File: config.mk
export PLATFORM = sky130hd
export DESIGN_NAME = arm_monitor
export DESIGN_NICKNAME = d
export VERILOG_FILES = /design/src/rtl/arm_pkg.sv /design/src/rtl/arm_crc16.sv /design/src/rtl/arm_monitor.sv
export SDC_FILE = /design/constraint.sdc
export NUM_CORES = 1
export LEC_CHECK = 0
export ABC_AREA = 1
export ABC_CLOCK_PERIOD_IN_PS = 1940
export BUFFER_PORTS_ARGS = -buffer_cell sky130_fd_sc_hd__buf_2
export CORE_MARGIN = 2
export CORE_UTILIZATION = 40
export DETAILED_ROUTE_END_ITERATION = 8
export PLACE_DENSITY = 0.59
export SLEW_MARGIN = 20
export SYNTH_ARGS = -nofsm -noshare
export SYNTH_HDL_FRONTEND = slang
export SYNTH_HIERARCHICAL = 1
export SYNTH_SLANG_ARGS = --single-unit
File: constraint.sdc
create_clock -name aclk -period 1.94 [get_ports aclk]
set_input_delay 0.194 -clock aclk [delete_from_list [all_inputs] [get_ports aclk]]
set_output_delay 0.194 -clock aclk [all_outputs]
set_load 0.02 [all_outputs]
File: src/rtl/arm_pkg.sv
// Shared constants and types of the converter result integrity monitor
package arm_pkg;
   // ==========================================================
   // Register map (byte addresses)
   localparam logic [3:0] ADDR_CONFIG = 4'h0;
   localparam logic [3:0] ADDR_COMMAND = 4'h4;
   localparam logic [3:0] ADDR_STATUS = 4'h8;
   localparam logic [3:0] ADDR_RESULT = 4'hC;
   localparam logic [31:0] CONFIG_RESET = 32'h0000_0000;
   localparam int CMD_START_BIT = 0;
   localparam int CMD_SLEEP_BIT = 1;
   localparam int CMD_RESET_BIT = 2;
   localparam logic [1:0] RESP_OKAY = 2'h0;
   localparam logic [1:0] RESP_SLVERR = 2'h2;
   // ==========================================================
   // Input selection and analog codes
   localparam logic [3:0] INPUT_SEL_REF_MON = 4'hC;
   localparam logic [3:0] INPUT_SEL_SUPPLY_MON = 4'hD;
   localparam logic [3:0] INPUT_SEL_SHORTED = 4'hE;
   localparam logic [2:0] GAIN_ONE = 3'h0;
   localparam int BURNOUT_CURRENT_UA = 10;
   // ==========================================================
   // Integrity modes and checksum
   localparam logic [1:0] INTEG_NONE = 2'h0;
   localparam logic [1:0] INTEG_INVERT = 2'h1;
   localparam logic [1:0] INTEG_CRC = 2'h2;
   localparam logic [15:0] CRC_POLY = 16'h1021;
   localparam logic [15:0] CRC_INIT = 16'hFFFF;
   // ==========================================================
   // Result formatting
   localparam logic [7:0] COUNT_RESET = 8'h00;
   localparam int RESULT_BITS = 24;
   localparam int TEMP_BITS = 14;
   localparam int TEMP_PAD_BITS = RESULT_BITS - TEMP_BITS;
   // ==========================================================
   // Types
   typedef struct packed {
      logic [16:0] reserved;
      logic [1:0] integrity_mode;
      logic conversion_mode_select;
      logic conversion_counter_enable;
      logic temp_sensor_enable;
      logic [1:0] ref_select;
      logic burnout_source_enable;
      logic [2:0] gain;
      logic [3:0] input_select;
   } arm_cfg_t;

   typedef struct packed {
      logic burnout_source;
      logic burnout_sink;
      logic pga_bypass;
      logic [2:0] gain;
      logic internal_ref;
      logic [1:0] ref_select;
      logic [3:0] input_select;
      logic temp_select;
      logic monitor_div4;
   } arm_analog_t;

   typedef struct packed {
      logic is_register;
      logic [1:0] reg_byte;
   } arm_req_t;

   typedef enum logic [1:0] {CS_IDLE, CS_BUSY, CS_SLEEP} arm_conv_state_t;
   typedef enum logic [1:0] {TX_IDLE, TX_DATA, TX_INV, TX_CRC} arm_tx_state_t;
endpackage : arm_pkg

File: src/rtl/arm_crc16.sv
// Bytewise CRC-16 register, most significant bit first
`timescale 1ns/1ps
`default_nettype none
module arm_crc16
   import arm_pkg::*;
#(
   parameter logic [15:0] POLY = CRC_POLY,
   parameter logic [15:0] INIT = CRC_INIT
)
(
   // Clock and reset
   input wire logic aclk,
   input wire logic aresetn,
   // Control
   input wire logic clear,
   input wire logic enable,
   input wire logic [7:0] data_byte,
   // Remainder
   output logic [15:0] crc_out
);
   // ==========================================================
   // One byte step
   function automatic logic [15:0] crc_step(input logic [15:0] crc, input logic [7:0] din);
      logic [15:0] c;
      c = crc;
      for (int i = 7; i >= 0; i--)
      begin
         c = (c[15] ^ din[i]) ? ((c << 1) ^ POLY) : (c << 1);
      end
      return c;
   endfunction : crc_step

   always_ff @(posedge aclk)
   begin
      if (!aresetn || clear)
      begin
         crc_out <= INIT;
      end
      else if (enable)
      begin
         crc_out <= crc_step(crc_out, data_byte);
      end
   end
endmodule : arm_crc16
`default_nettype wire

File: src/rtl/arm_monitor.sv
// Converter control, result formatting and output integrity top
// Functional notes
// - Burn-out bit drives source and sink currents
// - Monitor selection bypasses amplifier, gain one
// - Code 1101 measures supply quarter, internal reference
// - Code 1100 measures reference quarter, internal reference
// - Temperature mode ignores register zero, internal reference
// - Temperature result left-justified in 24 bits
// - Count is 0.03125 degC, two's complement
// - Temperature codes follow published examples
// - Counter byte precedes result when enabled
// - Counter resets zero, counts conversions, wraps
// - Counter clears on re-enable and reset
// - Integrity covers register, result and counter
// - Mode 01 appends inverted data copy
// - Mode 10 appends 16-bit checksum
// - CCITT polynomial, preset FFFF, data only
// - Shorted-input setting for offset measurement
// - Any reset aborts activity at once
// - Sleep command waits for running conversion
// - Mode bit picks single or continuous
//
// Decided for this implementation: the register addresses and the AXI4-Lite slave port.
`timescale 1ns/1ps
`default_nettype none
module arm_monitor
   import arm_pkg::*;
#(
   parameter int ADDR_W = 4
)
(
   // Clock and reset
   input wire logic aclk,
   input wire logic aresetn,
   // AXI4-Lite write
   input wire logic [ADDR_W-1:0] s_axi_awaddr,
   input wire logic s_axi_awvalid,
   output logic s_axi_awready,
   input wire logic [31:0] s_axi_wdata,
   input wire logic [3:0] s_axi_wstrb,
   input wire logic s_axi_wvalid,
   output logic s_axi_wready,
   output logic [1:0] s_axi_bresp,
   output logic s_axi_bvalid,
   input wire logic s_axi_bready,
   // AXI4-Lite read
   input wire logic [ADDR_W-1:0] s_axi_araddr,
   input wire logic s_axi_arvalid,
   output logic s_axi_arready,
   output logic [31:0] s_axi_rdata,
   output logic [1:0] s_axi_rresp,
   output logic s_axi_rvalid,
   input wire logic s_axi_rready,
   // Modulator interface
   output logic conv_start,
   input wire logic conv_done,
   input wire logic [RESULT_BITS-1:0] conv_result,
   input wire logic [TEMP_BITS-1:0] temp_code,
   output logic powered_down,
   // Analog front-end controls
   output arm_analog_t analog_ctrl,
   // Output byte stream request
   input wire arm_req_t req,
   input wire logic req_valid,
   output logic req_ready,
   // Output byte stream
   output logic [7:0] tx_data,
   output logic tx_valid,
   input wire logic tx_ready
);
   // ==========================================================
   // Declarations
   arm_cfg_t cfg_reg;
   arm_cfg_t cfg_next;
   arm_conv_state_t cs_reg;
   arm_tx_state_t tx_state_reg;
   logic soft_rst_reg;
   logic core_rst;
   logic [ADDR_W-1:0] awaddr_reg;
   logic aw_held_reg;
   logic [31:0] wdata_reg;
   logic [3:0] wstrb_reg;
   logic w_held_reg;
   logic wr_fire;
   logic wr_hit;
   logic start_cmd;
   logic sleep_cmd;
   logic sleep_pend_reg;
   logic cnt_en_prev_reg;
   logic [7:0] count_reg;
   logic [RESULT_BITS-1:0] result_reg;
   logic ready_flag_reg;
   logic result_read;
   logic rd_fire;
   logic [31:0] rd_word;
   logic rd_ok;
   logic [31:0] frame_reg;
   logic [1:0] last_idx_reg;
   logic [1:0] idx_reg;
   logic [1:0] mode_reg;
   logic [7:0] cur_byte;
   logic tx_fire;
   logic req_take;
   logic [15:0] crc_val;
   logic monitor_sel;

   assign core_rst = !aresetn || soft_rst_reg;

   // ==========================================================
   // AXI4-Lite write channel
   assign wr_fire = aw_held_reg && w_held_reg && !s_axi_bvalid;
   assign wr_hit = (awaddr_reg == ADDR_CONFIG) || (awaddr_reg == ADDR_COMMAND);

   always_ff @(posedge aclk)
   begin
      if (!aresetn)
      begin
         aw_held_reg <= 1'b0;
         w_held_reg <= 1'b0;
         awaddr_reg <= '0;
         wdata_reg <= 32'h0000_0000;
         wstrb_reg <= 4'h0;
         s_axi_awready <= 1'b0;
         s_axi_wready <= 1'b0;
         s_axi_bvalid <= 1'b0;
         s_axi_bresp <= RESP_OKAY;
      end
      else
      begin
         s_axi_awready <= !aw_held_reg && !s_axi_awready && s_axi_awvalid;
         s_axi_wready <= !w_held_reg && !s_axi_wready && s_axi_wvalid;
         if (s_axi_awvalid && s_axi_awready)
         begin
            aw_held_reg <= 1'b1;
            awaddr_reg <= s_axi_awaddr;
         end
         if (s_axi_wvalid && s_axi_wready)
         begin
            w_held_reg <= 1'b1;
            wdata_reg <= s_axi_wdata;
            wstrb_reg <= s_axi_wstrb;
         end
         if (wr_fire)
         begin
            aw_held_reg <= 1'b0;
            w_held_reg <= 1'b0;
            s_axi_bvalid <= 1'b1;
            s_axi_bresp <= wr_hit ? RESP_OKAY : RESP_SLVERR;
         end
         else if (s_axi_bvalid && s_axi_bready)
         begin
            s_axi_bvalid <= 1'b0;
         end
      end
   end

   // Commands take effect only when their byte lane is written
   assign start_cmd = wr_fire && (awaddr_reg == ADDR_COMMAND) && wstrb_reg[0]
      && wdata_reg[CMD_START_BIT];
   assign sleep_cmd = wr_fire && (awaddr_reg == ADDR_COMMAND) && wstrb_reg[0]
      && wdata_reg[CMD_SLEEP_BIT];

   // ==========================================================
   // Configuration register and soft reset
   always_comb
   begin
      cfg_next = cfg_reg;
      if (wr_fire && (awaddr_reg == ADDR_CONFIG))
      begin
         for (int b = 0; b < 4; b++)
         begin
            if (wstrb_reg[b])
            begin
               cfg_next[8*b +: 8] = wdata_reg[8*b +: 8];
            end
         end
         cfg_next.reserved = '0;
      end
   end

   always_ff @(posedge aclk)
   begin
      if (core_rst)
      begin
         cfg_reg <= CONFIG_RESET;
      end
      else
      begin
         cfg_reg <= cfg_next;
      end
   end

   always_ff @(posedge aclk)
   begin
      if (!aresetn)
      begin
         soft_rst_reg <= 1'b0;
      end
      else
      begin
         soft_rst_reg <= wr_fire && (awaddr_reg == ADDR_COMMAND) && wstrb_reg[0]
            && wdata_reg[CMD_RESET_BIT];
      end
   end

   // ==========================================================
   // Analog controls
   assign monitor_sel = (cfg_reg.input_select == INPUT_SEL_REF_MON)
      || (cfg_reg.input_select == INPUT_SEL_SUPPLY_MON);

   always_ff @(posedge aclk)
   begin
      if (core_rst)
      begin
         analog_ctrl <= '0;
      end
      else
      begin
         analog_ctrl.burnout_source <= cfg_reg.burnout_source_enable;
         analog_ctrl.burnout_sink <= cfg_reg.burnout_source_enable;
         analog_ctrl.temp_select <= cfg_reg.temp_sensor_enable;
         analog_ctrl.ref_select <= cfg_reg.ref_select;
         // Shorted-input code passes through unchanged
         analog_ctrl.input_select <= cfg_reg.temp_sensor_enable ? 4'h0
            : cfg_reg.input_select;
         analog_ctrl.pga_bypass <= monitor_sel && !cfg_reg.temp_sensor_enable;
         analog_ctrl.gain <= (monitor_sel || cfg_reg.temp_sensor_enable) ? GAIN_ONE
            : cfg_reg.gain;
         analog_ctrl.internal_ref <= monitor_sel || cfg_reg.temp_sensor_enable;
         analog_ctrl.monitor_div4 <= monitor_sel && !cfg_reg.temp_sensor_enable;
      end
   end

   // ==========================================================
   // Conversion sequencing
   always_ff @(posedge aclk)
   begin
      if (core_rst)
      begin
         cs_reg <= CS_IDLE;
         conv_start <= 1'b0;
         powered_down <= 1'b0;
         sleep_pend_reg <= 1'b0;
      end
      else
      begin
         conv_start <= 1'b0;
         unique case (cs_reg)
            CS_IDLE, CS_SLEEP:
            begin
               if (start_cmd)
               begin
                  cs_reg <= CS_BUSY;
                  conv_start <= 1'b1;
                  powered_down <= 1'b0;
               end
               else if (sleep_cmd)
               begin
                  cs_reg <= CS_SLEEP;
                  powered_down <= 1'b1;
               end
            end
            CS_BUSY:
            begin
               if (start_cmd)
               begin
                  conv_start <= 1'b1;
                  sleep_pend_reg <= 1'b0;
               end
               else if (sleep_cmd)
               begin
                  sleep_pend_reg <= 1'b1;
               end
               if (conv_done && !start_cmd)
               begin
                  if (sleep_pend_reg || sleep_cmd)
                  begin
                     cs_reg <= CS_SLEEP;
                     powered_down <= 1'b1;
                     sleep_pend_reg <= 1'b0;
                  end
                  else if (cfg_reg.conversion_mode_select)
                  begin
                     conv_start <= 1'b1;
                  end
                  else
                  begin
                     cs_reg <= CS_IDLE;
                  end
               end
            end
         endcase
      end
   end

   // ==========================================================
   // Result capture, counter and ready flag
   always_ff @(posedge aclk)
   begin
      if (core_rst)
      begin
         result_reg <= '0;
         count_reg <= COUNT_RESET;
         cnt_en_prev_reg <= 1'b0;
         ready_flag_reg <= 1'b0;
      end
      else
      begin
         cnt_en_prev_reg <= cfg_reg.conversion_counter_enable;
         if (conv_done && cs_reg == CS_BUSY)
         begin
            // Temperature count is already two's complement
            result_reg <= cfg_reg.temp_sensor_enable
               ? {temp_code, {TEMP_PAD_BITS{1'b0}}} : conv_result;
         end
         if (cfg_reg.conversion_counter_enable && !cnt_en_prev_reg)
         begin
            count_reg <= (conv_done && cs_reg == CS_BUSY) ? 8'h01 : COUNT_RESET;
         end
         else if (conv_done && cs_reg == CS_BUSY)
         begin
            count_reg <= count_reg + 8'h01;
         end
         if (conv_done && cs_reg == CS_BUSY)
         begin
            ready_flag_reg <= 1'b1;
         end
         else if (result_read)
         begin
            ready_flag_reg <= 1'b0;
         end
      end
   end

   // ==========================================================
   // AXI4-Lite read channel
   assign rd_fire = s_axi_arvalid && s_axi_arready;
   assign result_read = (rd_fire && s_axi_araddr == ADDR_RESULT)
      || (req_take && !req.is_register);

   always_comb
   begin
      rd_word = 32'h0000_0000;
      rd_ok = 1'b1;
      unique case (s_axi_araddr)
         ADDR_CONFIG: rd_word = cfg_reg;
         ADDR_COMMAND: rd_word = 32'h0000_0000;
         ADDR_STATUS: rd_word = {19'h00000, count_reg, ready_flag_reg,
            sleep_pend_reg, powered_down, cs_reg == CS_BUSY, tx_state_reg != TX_IDLE};
         ADDR_RESULT: rd_word = {8'h00, result_reg};
         default: rd_ok = 1'b0;
      endcase
   end

   always_ff @(posedge aclk)
   begin
      if (!aresetn)
      begin
         s_axi_arready <= 1'b0;
         s_axi_rvalid <= 1'b0;
         s_axi_rdata <= 32'h0000_0000;
         s_axi_rresp <= RESP_OKAY;
      end
      else
      begin
         s_axi_arready <= !s_axi_arready && !s_axi_rvalid && s_axi_arvalid;
         if (rd_fire)
         begin
            s_axi_rvalid <= 1'b1;
            s_axi_rdata <= rd_word;
            s_axi_rresp <= rd_ok ? RESP_OKAY : RESP_SLVERR;
         end
         else if (s_axi_rvalid && s_axi_rready)
         begin
            s_axi_rvalid <= 1'b0;
         end
      end
   end

   // ==========================================================
   // Output byte stream
   assign req_take = req_valid && req_ready;
   assign tx_fire = tx_valid && tx_ready;

   always_comb
   begin
      cur_byte = frame_reg[8*(3-idx_reg) +: 8];
      if (tx_state_reg == TX_INV)
      begin
         cur_byte = ~frame_reg[8*(3-idx_reg) +: 8];
      end
      else if (tx_state_reg == TX_CRC)
      begin
         cur_byte = idx_reg[0] ? crc_val[7:0] : crc_val[15:8];
      end
   end

   always_ff @(posedge aclk)
   begin
      if (core_rst)
      begin
         tx_state_reg <= TX_IDLE;
         req_ready <= 1'b0;
         tx_valid <= 1'b0;
         tx_data <= 8'h00;
         frame_reg <= 32'h0000_0000;
         last_idx_reg <= 2'h0;
         idx_reg <= 2'h0;
         mode_reg <= INTEG_NONE;
      end
      else
      begin
         req_ready <= (tx_state_reg == TX_IDLE) && !req_take;
         unique case (tx_state_reg)
            TX_IDLE:
            begin
               if (req_take)
               begin
                  tx_state_reg <= TX_DATA;
                  idx_reg <= 2'h0;
                  mode_reg <= cfg_reg.integrity_mode;
                  if (req.is_register)
                  begin
                     frame_reg <= {cfg_reg[8*req.reg_byte +: 8], 24'h000000};
                     last_idx_reg <= 2'h0;
                  end
                  else if (cfg_reg.conversion_counter_enable)
                  begin
                     frame_reg <= {count_reg, result_reg};
                     last_idx_reg <= 2'h3;
                  end
                  else
                  begin
                     frame_reg <= {result_reg, 8'h00};
                     last_idx_reg <= 2'h2;
                  end
               end
            end
            TX_DATA, TX_INV, TX_CRC:
            begin
               if (!tx_valid)
               begin
                  tx_valid <= 1'b1;
                  tx_data <= cur_byte;
               end
               else if (tx_fire)
               begin
                  tx_valid <= 1'b0;
                  idx_reg <= idx_reg + 2'h1;
                  if (tx_state_reg == TX_CRC ? idx_reg[0] : idx_reg == last_idx_reg)
                  begin
                     idx_reg <= 2'h0;
                     tx_state_reg <= TX_IDLE;
                     if (tx_state_reg == TX_DATA && mode_reg == INTEG_INVERT)
                     begin
                        tx_state_reg <= TX_INV;
                     end
                     else if (tx_state_reg == TX_DATA && mode_reg == INTEG_CRC)
                     begin
                        tx_state_reg <= TX_CRC;
                     end
                  end
               end
            end
         endcase
      end
   end

   // Checksum over data bytes only, in send order
   arm_crc16 #(
      .POLY(CRC_POLY),
      .INIT(CRC_INIT)
   ) u_crc (
      .aclk(aclk),
      .aresetn(!core_rst),
      .clear(req_take),
      .enable(tx_fire && tx_state_reg == TX_DATA),
      .data_byte(tx_data),
      .crc_out(crc_val)
   );
endmodule : arm_monitor
`default_nettype wire

; Word-level counts from Yosys, hierarchy flattened
; Index checks and enable logic that the tools add are counted.
[classes]
addsub = 3
eq_ne = 22
shift = 2
muxes = 64
n_bitwise = 19
n_reduce_logical = 74
[op_table]
columns = op, n
row1 = 13-bit two-way mux, 8
row2 = 24-bit case mux with 3 select lines, 1
row3 = 32-bit two-way mux, 2
row4 = 8-bit two-way mux, 5
row5 = 2-bit two-way mux, 18
row6 = 32-bit by 33-bit indexed part select with 8-bit output, 1
row7 = 32-bit by 6-bit indexed part select with 8-bit output, 1
row8 = 1-bit logical AND, 31
row9 = 1-bit two-way mux, 24
row10 = 24-bit two-way mux, 1
row11 = 3-bit inverter, 8
row12 = "4-bit == test, second input constant", 4
row13 = 1-bit logical NOT, 13
row14 = "2-bit inequality test, second input constant", 6
row15 = 2-bit case mux with 2 select lines, 3
row16 = 2-bit nonzero test, 5
row17 = 3-bit AND reduction, 3
row18 = "8-bit by 1-bit adder with 8-bit output, second input constant", 1
row19 = "2-bit == test, second input constant", 4
row20 = "4-bit by 3-bit == test with 1-bit output, second input constant", 2
row21 = 4-bit logical NOT, 2
row22 = 8-bit inverter, 1
row23 = 2-bit AND reduction, 4
row24 = 2-bit OR reduction, 4
row25 = 13 further kinds, 32
[word_totals]
reg_bits = 198
inputBits = 95

; Longest topological paths before layout
; Gate-level depths: netlist (run 1).
[logic_depth]
ltp_word = 16
ltp_mapped = 10

; By module
; Netlist (run 1), hierarchy kept.
[modules_own_cells]
columns = mod, n_inst, cells_each, area_per_inst_um2, seq_area_each_um2
row1 = arm_monitor, 1, 1025, 7404.6, 3443.3
row2 = arm_crc16, 1, 165, 1027.2, 320.3

; Least setup slack after synthesis (run 1)
; No wires, ideal clock.
[synth_path]
path_type = register -> register
from = register tx_state_reg[1]
to = register u_crc.crc_out[13]
setup_time_ns = 0.115
arrival_ns = 1.473
required_time_ns = 1.825
setup_slack_ns = 0.352
path_stages_with_launch = 10
synth_period_minus_slack_ns = 1.588
cell_sequence = dfxtp_1 -> inv_1 -> clkbuf_1 -> nand2_1 -> nor3_1 -> buf_6 -> inv_2 -> clkbuf_8 -> a21oi_1 -> nand2_1
[synth_via]
elab_chain_len = 2
[synth_lines]
columns = element, line
row1 = "start, declared", arm_monitor.sv:76  ; arm_tx_state_t tx_state_reg;
row2 = "start signal, assigned", arm_monitor.sv:402  ; tx_state_reg <= TX_IDLE;
row3 = "start signal, assigned", arm_monitor.sv:419  ; tx_state_reg <= TX_DATA;
row4 = "start signal, assigned", arm_monitor.sv:453  ; tx_state_reg <= TX_IDLE;
row5 = 2-bit by 1-bit == test with 1-bit output, arm_monitor.sv:477  ; .enable(tx_fire && tx_state_reg == TX_DATA),
row6 = 1-bit logical AND, arm_monitor.sv:477
row7 = "end signal, assigned", arm_crc16.sv:41  ; crc_out <= crc_step(crc_out, data_byte);
row8 = "end, declared", arm_crc16.sv:19  ; output logic [15:0] crc_out
; No other way between the ends.
; A chain may end at the register's enable or synchronous reset.

; Final worst setup path (run 1)
[layout_path]
from = register s_axi_bvalid
to = register cfg_reg[7] (netlist bit)
[layout_via]
elab_chain_len = 4
[layout_lines]
columns = element, line
row1 = "start, declared", arm_monitor.sv:44  ; output logic s_axi_bvalid,
row2 = "start signal, assigned", arm_monitor.sv:125  ; s_axi_bvalid <= 1'b0;
row3 = "start signal, assigned", arm_monitor.sv:147  ; s_axi_bvalid <= 1'b1;
row4 = "start signal, assigned", arm_monitor.sv:152  ; s_axi_bvalid <= 1'b0;
row5 = 1-bit logical NOT, arm_monitor.sv:111  ; assign wr_fire = aw_held_reg && w_held_reg && !s_axi_bvalid;
row6 = 1-bit logical AND, arm_monitor.sv:111
row7 = 1-bit logical AND, arm_monitor.sv:168  ; if (wr_fire && (awaddr_reg == ADDR_CONFIG))
row8 = 2-bit AND reduction (no line), --
row9 = "end signal, assigned", arm_monitor.sv:189  ; cfg_reg <= cfg_next;
row10 = "end, declared", arm_monitor.sv:73  ; arm_cfg_t cfg_reg;
; No other way between the ends.

==> results of run 1 <==
## worst min-delay path, stage by stage
cell	delay [ps]
buf_2	70
o21ai_0	80
nor2_1	80
## final cells by class
type | instances | area (sq um) | share of cell area
Multi-Input combinational cell | 829 | 3910 | 0.391
Sequential cell | 188 | 3760 | 0.376
Timing Repair Buffer | 169 | 976 | 0.0976
Clock buffer | 18 | 439 | 0.0439
Inverter | 110 | 413 | 0.0413
Tap cell | 275 | 344 | 0.0344
Clock inverter | 14 | 154 | 0.0154
## power groups by stage
stage | registers (mW) | clock network, mW | logic [mW]
after floorplan | 4.43 | 0 | 1.30
after global placement | 4.37 | 0 | 1.89
after detailed placement | 4.38 | 0 | 1.91
after CTS | 4.29 | 3.53 | 1.93
after global routing | 4.32 | 3.69 | 2.17
final | 4.29 | 3.48 | 1.93
## per-layer routing
metal,track usage,share of wire
met4,0.0714,0.021
met1,0.296,0.46
met5,0,0.00046
met3,0.0431,0.052
met2,0.352,0.46
## Yosys cell counts (11+ instances only)
master	instances
inv_2	11
o211ai_1	15
o22ai_1	11
nand2_2	15
nor2_1	108
nor3_1	21
o21ai_0	123
buf_4	13
nand2_1	291
buf_2	13
nand3_1	46
dfxtp_1	188
a31oi_1	15
clkbuf_1	37
inv_1	98
a21oi_1	124
## kinds of logic after synthesis
logic type / after synthesis / share of synthesized area
xor+xnor: 3 / 0.00312
simple gates: 501 / 0.251
fa+ha+maj: 1 / 0.00148
flops: 188 / 0.446
buf+inv: 182 / 0.0938
other cells: 1 / 0.000445
compound gates: 314 / 0.204
## path summary, 6_finish.rpt
| kind | cells after the start | slack [ps] | start | endpoint |
|---|---|---|---|---|
| worst max-delay path | 8 | 310 | s_axi_bvalid | cfg_reg[7] |
| worst min-delay path | 3 | 8 | s_axi_wdata[2] | wdata_reg[2] |
| worst max register to register | 8 | 310 | s_axi_bvalid | cfg_reg[7] |
| worst min register to register | 1 | 440 | s_axi_awready | s_axi_awready |
## metrics by stage
| step | setup slack, ps | cells | hold slack [ps] | power, mW |
|---|---|---|---|---|
| after floorplan | 352 | 1199 | 312 | 5.72 |
| after global placement | 339 | 1560 | 426 | 6.26 |
| after detailed placement | 330 | 1560 | 430 | 6.28 |
| after CTS | 279 | 1603 | 0.461 | 9.75 |
| after global routing | 18.8 | 1603 | 9.63 | 10.2 |
| final | 308 | 1603 | 8.32 | 9.70 |
==> results.cfg, run 1 <==
[worst_setup_path]
slowest_stage = dfxtp_1
cp_cell_sequence = inv_1, nand3_1, inv_1, nand3_1, nor2_1, nand2_1, o21ai_0, a21oi_1
critPathMaxFanout = 16
cpPeakStageDelay_ps = 320
endpoint_kind = register
start_kind = register
cp_num_buf_inv = 2
critPathKind = reg -> reg
crit_required_ps = 2250
crit_arrival_ps = 1950
crit_family = simple AND/OR/NAND/NOR gates

[timing]
slew_violations = 0
clock_skew_ps = 13.6
rsz0062_at_grt = no
tns_ps = 0
post-route-period-util = 0.841
finalHoldViolations = 0
setup_violations = 0
final.min_clock_period_ps = 1630
fmax_ghz = 0.613

[clocking]
h-tree-depth = 4
cts_tree = done
postCtsSetupRepairBufs = 0
clkLatencyLatePin_ps = 440
ctsHoldBuffers = 11
cts_resized = 0
cts_made_buffers = 17
clk_pin_slew_ps = 80
cts.root.buffer_cell = clkbuf_16
ctsLongestPathBuffers = 2
clock_sinks = 188

[synth]
yosysWarnings = 6
synth-seq-cells = 188
netlist_instances = 1190
avgSynthCellArea_sq_um = 7.09
synth_edf_count = 0
ys.flop_type = dfxtp_1
synth_area_leader_cell = dfxtp_1
syn-cell-area_sq_um = 8430
yosysTopAreaCellShare = 0.446
synth_cell_types = 38
synth-async-reset-ratio = 0
synthTopCellsByArea = dfxtp_1 45%, nand2_1 13%, a21oi_1 7.4%
yosysSeqAreaShare = 0.446

[global_routing]
grt_usage = 0.219
grt_max_degree = 44
grt_pass1_wl_mm = 38.0
antenna_found_initial = 1
first_global_vias = 7221
grt-ovfl-total = 0

[placement]
dp_hpwl_mm = 17.9
dpl-instance-area_sq_um = 9300
port_buffers = 133
place.gp.congestion = 0.909

[layout]
nNetsFinal = 1411
fill_cells = 2159
final_cell_mix = 291 x nand2_1, 188 x dfxtp_1, 133 x buf_2
drive_gt1_frac = 0.174
design_area_sq_um = 10000
largest_register_ff_count = 32
final_common_cell = nand2_1
antenna-diode-count = 0
final_core_util = 0.480
area_delta_synth_final_pct = 18.6

[power]
powerDensity_nw_per_um2 = 970
internal-power_mw = 6.48
irDropWorstVdd_v = 0.000627
swShare = 0.332
seq_power_share = 0.442
power.leakage_nw = 4.25
pwr-share-comb = 0.199
p_clk_frac = 0.358
p_sw_mw = 3.22

[routing]
drt_pass1_iterations = 7
drc = 0
wl_per_cell_um = 15.1
drtIter0Drc = 675
via_per_inst = 5.02
antenna_left = 0
routed-via-count = 8041
routed_wl_mm = 24.2

[floorplan]
io-pin-count = 163
fp-row-count = 53
die_x_um = 149
fp.dieH_um = 149
die_area_sq_um = 22300
initial_core_util = 0.405
fp.coreArea_sq_um = 20800

[flow_run]
maxCapViolations = 0

[worst_hold_path]
hp-class = in -> reg

[status]
outcome = finished clean
Note: power is estimated with default switching activity, not from simulation.
==> inputs of run 2 (changes only) <==
ABC_CLOCK_PERIOD_IN_PS = 1600   (was 1940)
clock period = 1.6 ns   (was 1.94 ns; I/O delays follow)
==> results.cfg, run 2 (synthesis gave the netlist of run 1 again) <==
[status]
outcome = finished clean

[global_routing]
grt_pass1_wl_mm = 39.8
antenna_found_initial = 1
grt-ovfl-total = 0
first_global_vias = 7572
grt_usage = 0.228
grt_max_degree = 43

[power]
swShare = 0.328
power.leakage_nw = 4.57
seq_power_share = 0.428
irDropWorstVdd_v = 0.000760
pwr-share-comb = 0.208
p_clk_frac = 0.364
internal-power_mw = 8.15
powerDensity_nw_per_um2 = 1140
p_total_mw = 12.1
p_sw_mw = 3.98

[clocking]
h-tree-depth = 4
ctsLongestPathBuffers = 2
clk_pin_slew_ps = 80
cts_tree = done
clkLatencyLatePin_ps = 440
cts_made_buffers = 17
clock_sinks = 188
cts.root.buffer_cell = clkbuf_16

[floorplan]
initial_core_util = 0.405
fp.dieH_um = 149
fp.coreArea_sq_um = 20800
die_area_sq_um = 22300
io-pin-count = 163
die_x_um = 149
fp-row-count = 53

[layout]
multi_input_area_sq_um = 3950
seqCellArea_sq_um = 3770
final_cell_mix = 288 x nand2_1, 186 x dfxtp_1, 133 x buf_2
final_common_cell = nand2_1
final_cells = 1663
largest_register_ff_count = 32
drive_gt1_frac = 0.188
area_delta_synth_final_pct = 26.7
design_area_sq_um = 10700
antenna-diode-count = 0
nNetsFinal = 1471
fill_cells = 2102

[routing]
via_per_inst = 4.98
routed-via-count = 8279
drt_pass1_iterations = 5
drc = 0
antenna_left = 0
routed_wl_mm = 25.1
drtIter0Drc = 642
wl_per_cell_um = 15.1

[placement]
dpl-instance-area_sq_um = 9470
place.gp.congestion = 0.844
dp_hpwl_mm = 18.0
dp.cells = 1576
port_buffers = 133

[worst_setup_path]
critPathMaxFanout = 9
worstReg2RegStart = tx_state_reg[1]
cp_num_buf_inv = 3
rr_endpoint = frame_reg[0]
crit_family = simple AND/OR/NAND/NOR gates
crit_path_frequent_cell = inv_2
crit_required_ps = 1970
rrSetupSlack_ps = 110
cp_cell_sequence = nor2_4, inv_2, nor2_4, inv_2, nor2_8, inv_2, nor2_8, nand2_1, a21oi_1
endpoint_kind = register
rr_worst_depth = 9
crit_arrival_ps = 1860
start_kind = register
critPathKind = reg -> reg
cpPeakStageDelay_ps = 370
slowest_stage = dfxtp_2

[timing]
final.min_clock_period_ps = 1490
whs_ps = 20.0
post-route-period-util = 0.932
fmax_ghz = 0.671
tns_ps = 0
setup_violations = 0
slew_violations = 0
clock_skew_ps = 10.4
finalHoldViolations = 0
rsz0062_at_grt = yes

[worst_hold_path]
holdPathEnd = s_axi_bvalid
whs_path_depth = 4
min-delay-start = s_axi_bready
hp-class = in -> reg

[flow_run]
maxCapViolations = 0
-- run 2: cell types whose count changed in the layout (fill, tap and decap cells not counted), sizes merged --
cell,before,now
buf,158,178
dlygate4sd3,11,51
clkbuf,18,17
clkinvlp,1,2
clkinv,8,6
inv,115,116
bufinv,0,1
-- run 2: power by group through the flow --
stage / clock (mW) / sequential, mW / combinational (mW)
final: 4.41 / 5.19 / 2.53
after global routing: 4.69 / 5.23 / 2.86
after CTS: 4.48 / 5.18 / 2.49
after detailed placement: 0 / 5.29 / 2.39
after global placement: 0 / 5.29 / 2.35
after floorplan: 0 / 5.37 / 1.57
-- run 2: cell type report --
class	count	share of cell area
Clock buffer	17	0.0398
Tap cell	275	0.0322
Clock inverter	15	0.0184
Multi-Input combinational cell	829	0.370
Sequential cell	188	0.353
Inverter	110	0.0394
Timing Repair Buffer	229	0.148
-- run 2: how the worst max path moves through the flow --
stage / from / to / slack, ps / depth (start not counted)
2_1_floorplan: tx_state_reg[1] / u_crc/crc_out[13] / 10 / 9
3_3_place_gp: tx_state_reg[0] / u_crc/crc_out[11] / 100 / 5
3_5_place_dp: tx_state_reg[0] / u_crc/crc_out[11] / 80 / 5
4_1_cts: tx_state_reg[1] / tx_data[7] / 80 / 7
5_1_grt: w_held_reg / cfg_reg[8] / -6 / 7
6_report: tx_state_reg[1] / frame_reg[0] / 110 / 9
-- run 2: what timing repair did --
item	CTS	global route
setup buffers	0	4
resized for setup	0	17
hold buffers	51	0
endpoints found under the hold margin	37	0
setup endpoints to repair	0	67
-- run 2: tightest hold or removal path, stage by stage --
cell and delay (ps):
buf_2 80, nor2_1 30, nor2_1 110, nor2_1 50
-- run 2: routing by layer --
metal / vias to the layer above / GRT usage / share of wire
met5: - / 0 / 0.00044
met4: 2 / 0.0862 / 0.027
met3: 48 / 0.0370 / 0.052
li1: 4261 / - / -
met1: 3715 / 0.315 / 0.46
met2: 253 / 0.360 / 0.46
-- run 2: through the flow --
stage                      util  setup slack, ps
after floorplan               -             12.5
after global placement    0.455              100
after detailed placement  0.455             83.6
after CTS                 0.509             79.4
after global routing      0.513            -6.36
final                     0.513              110
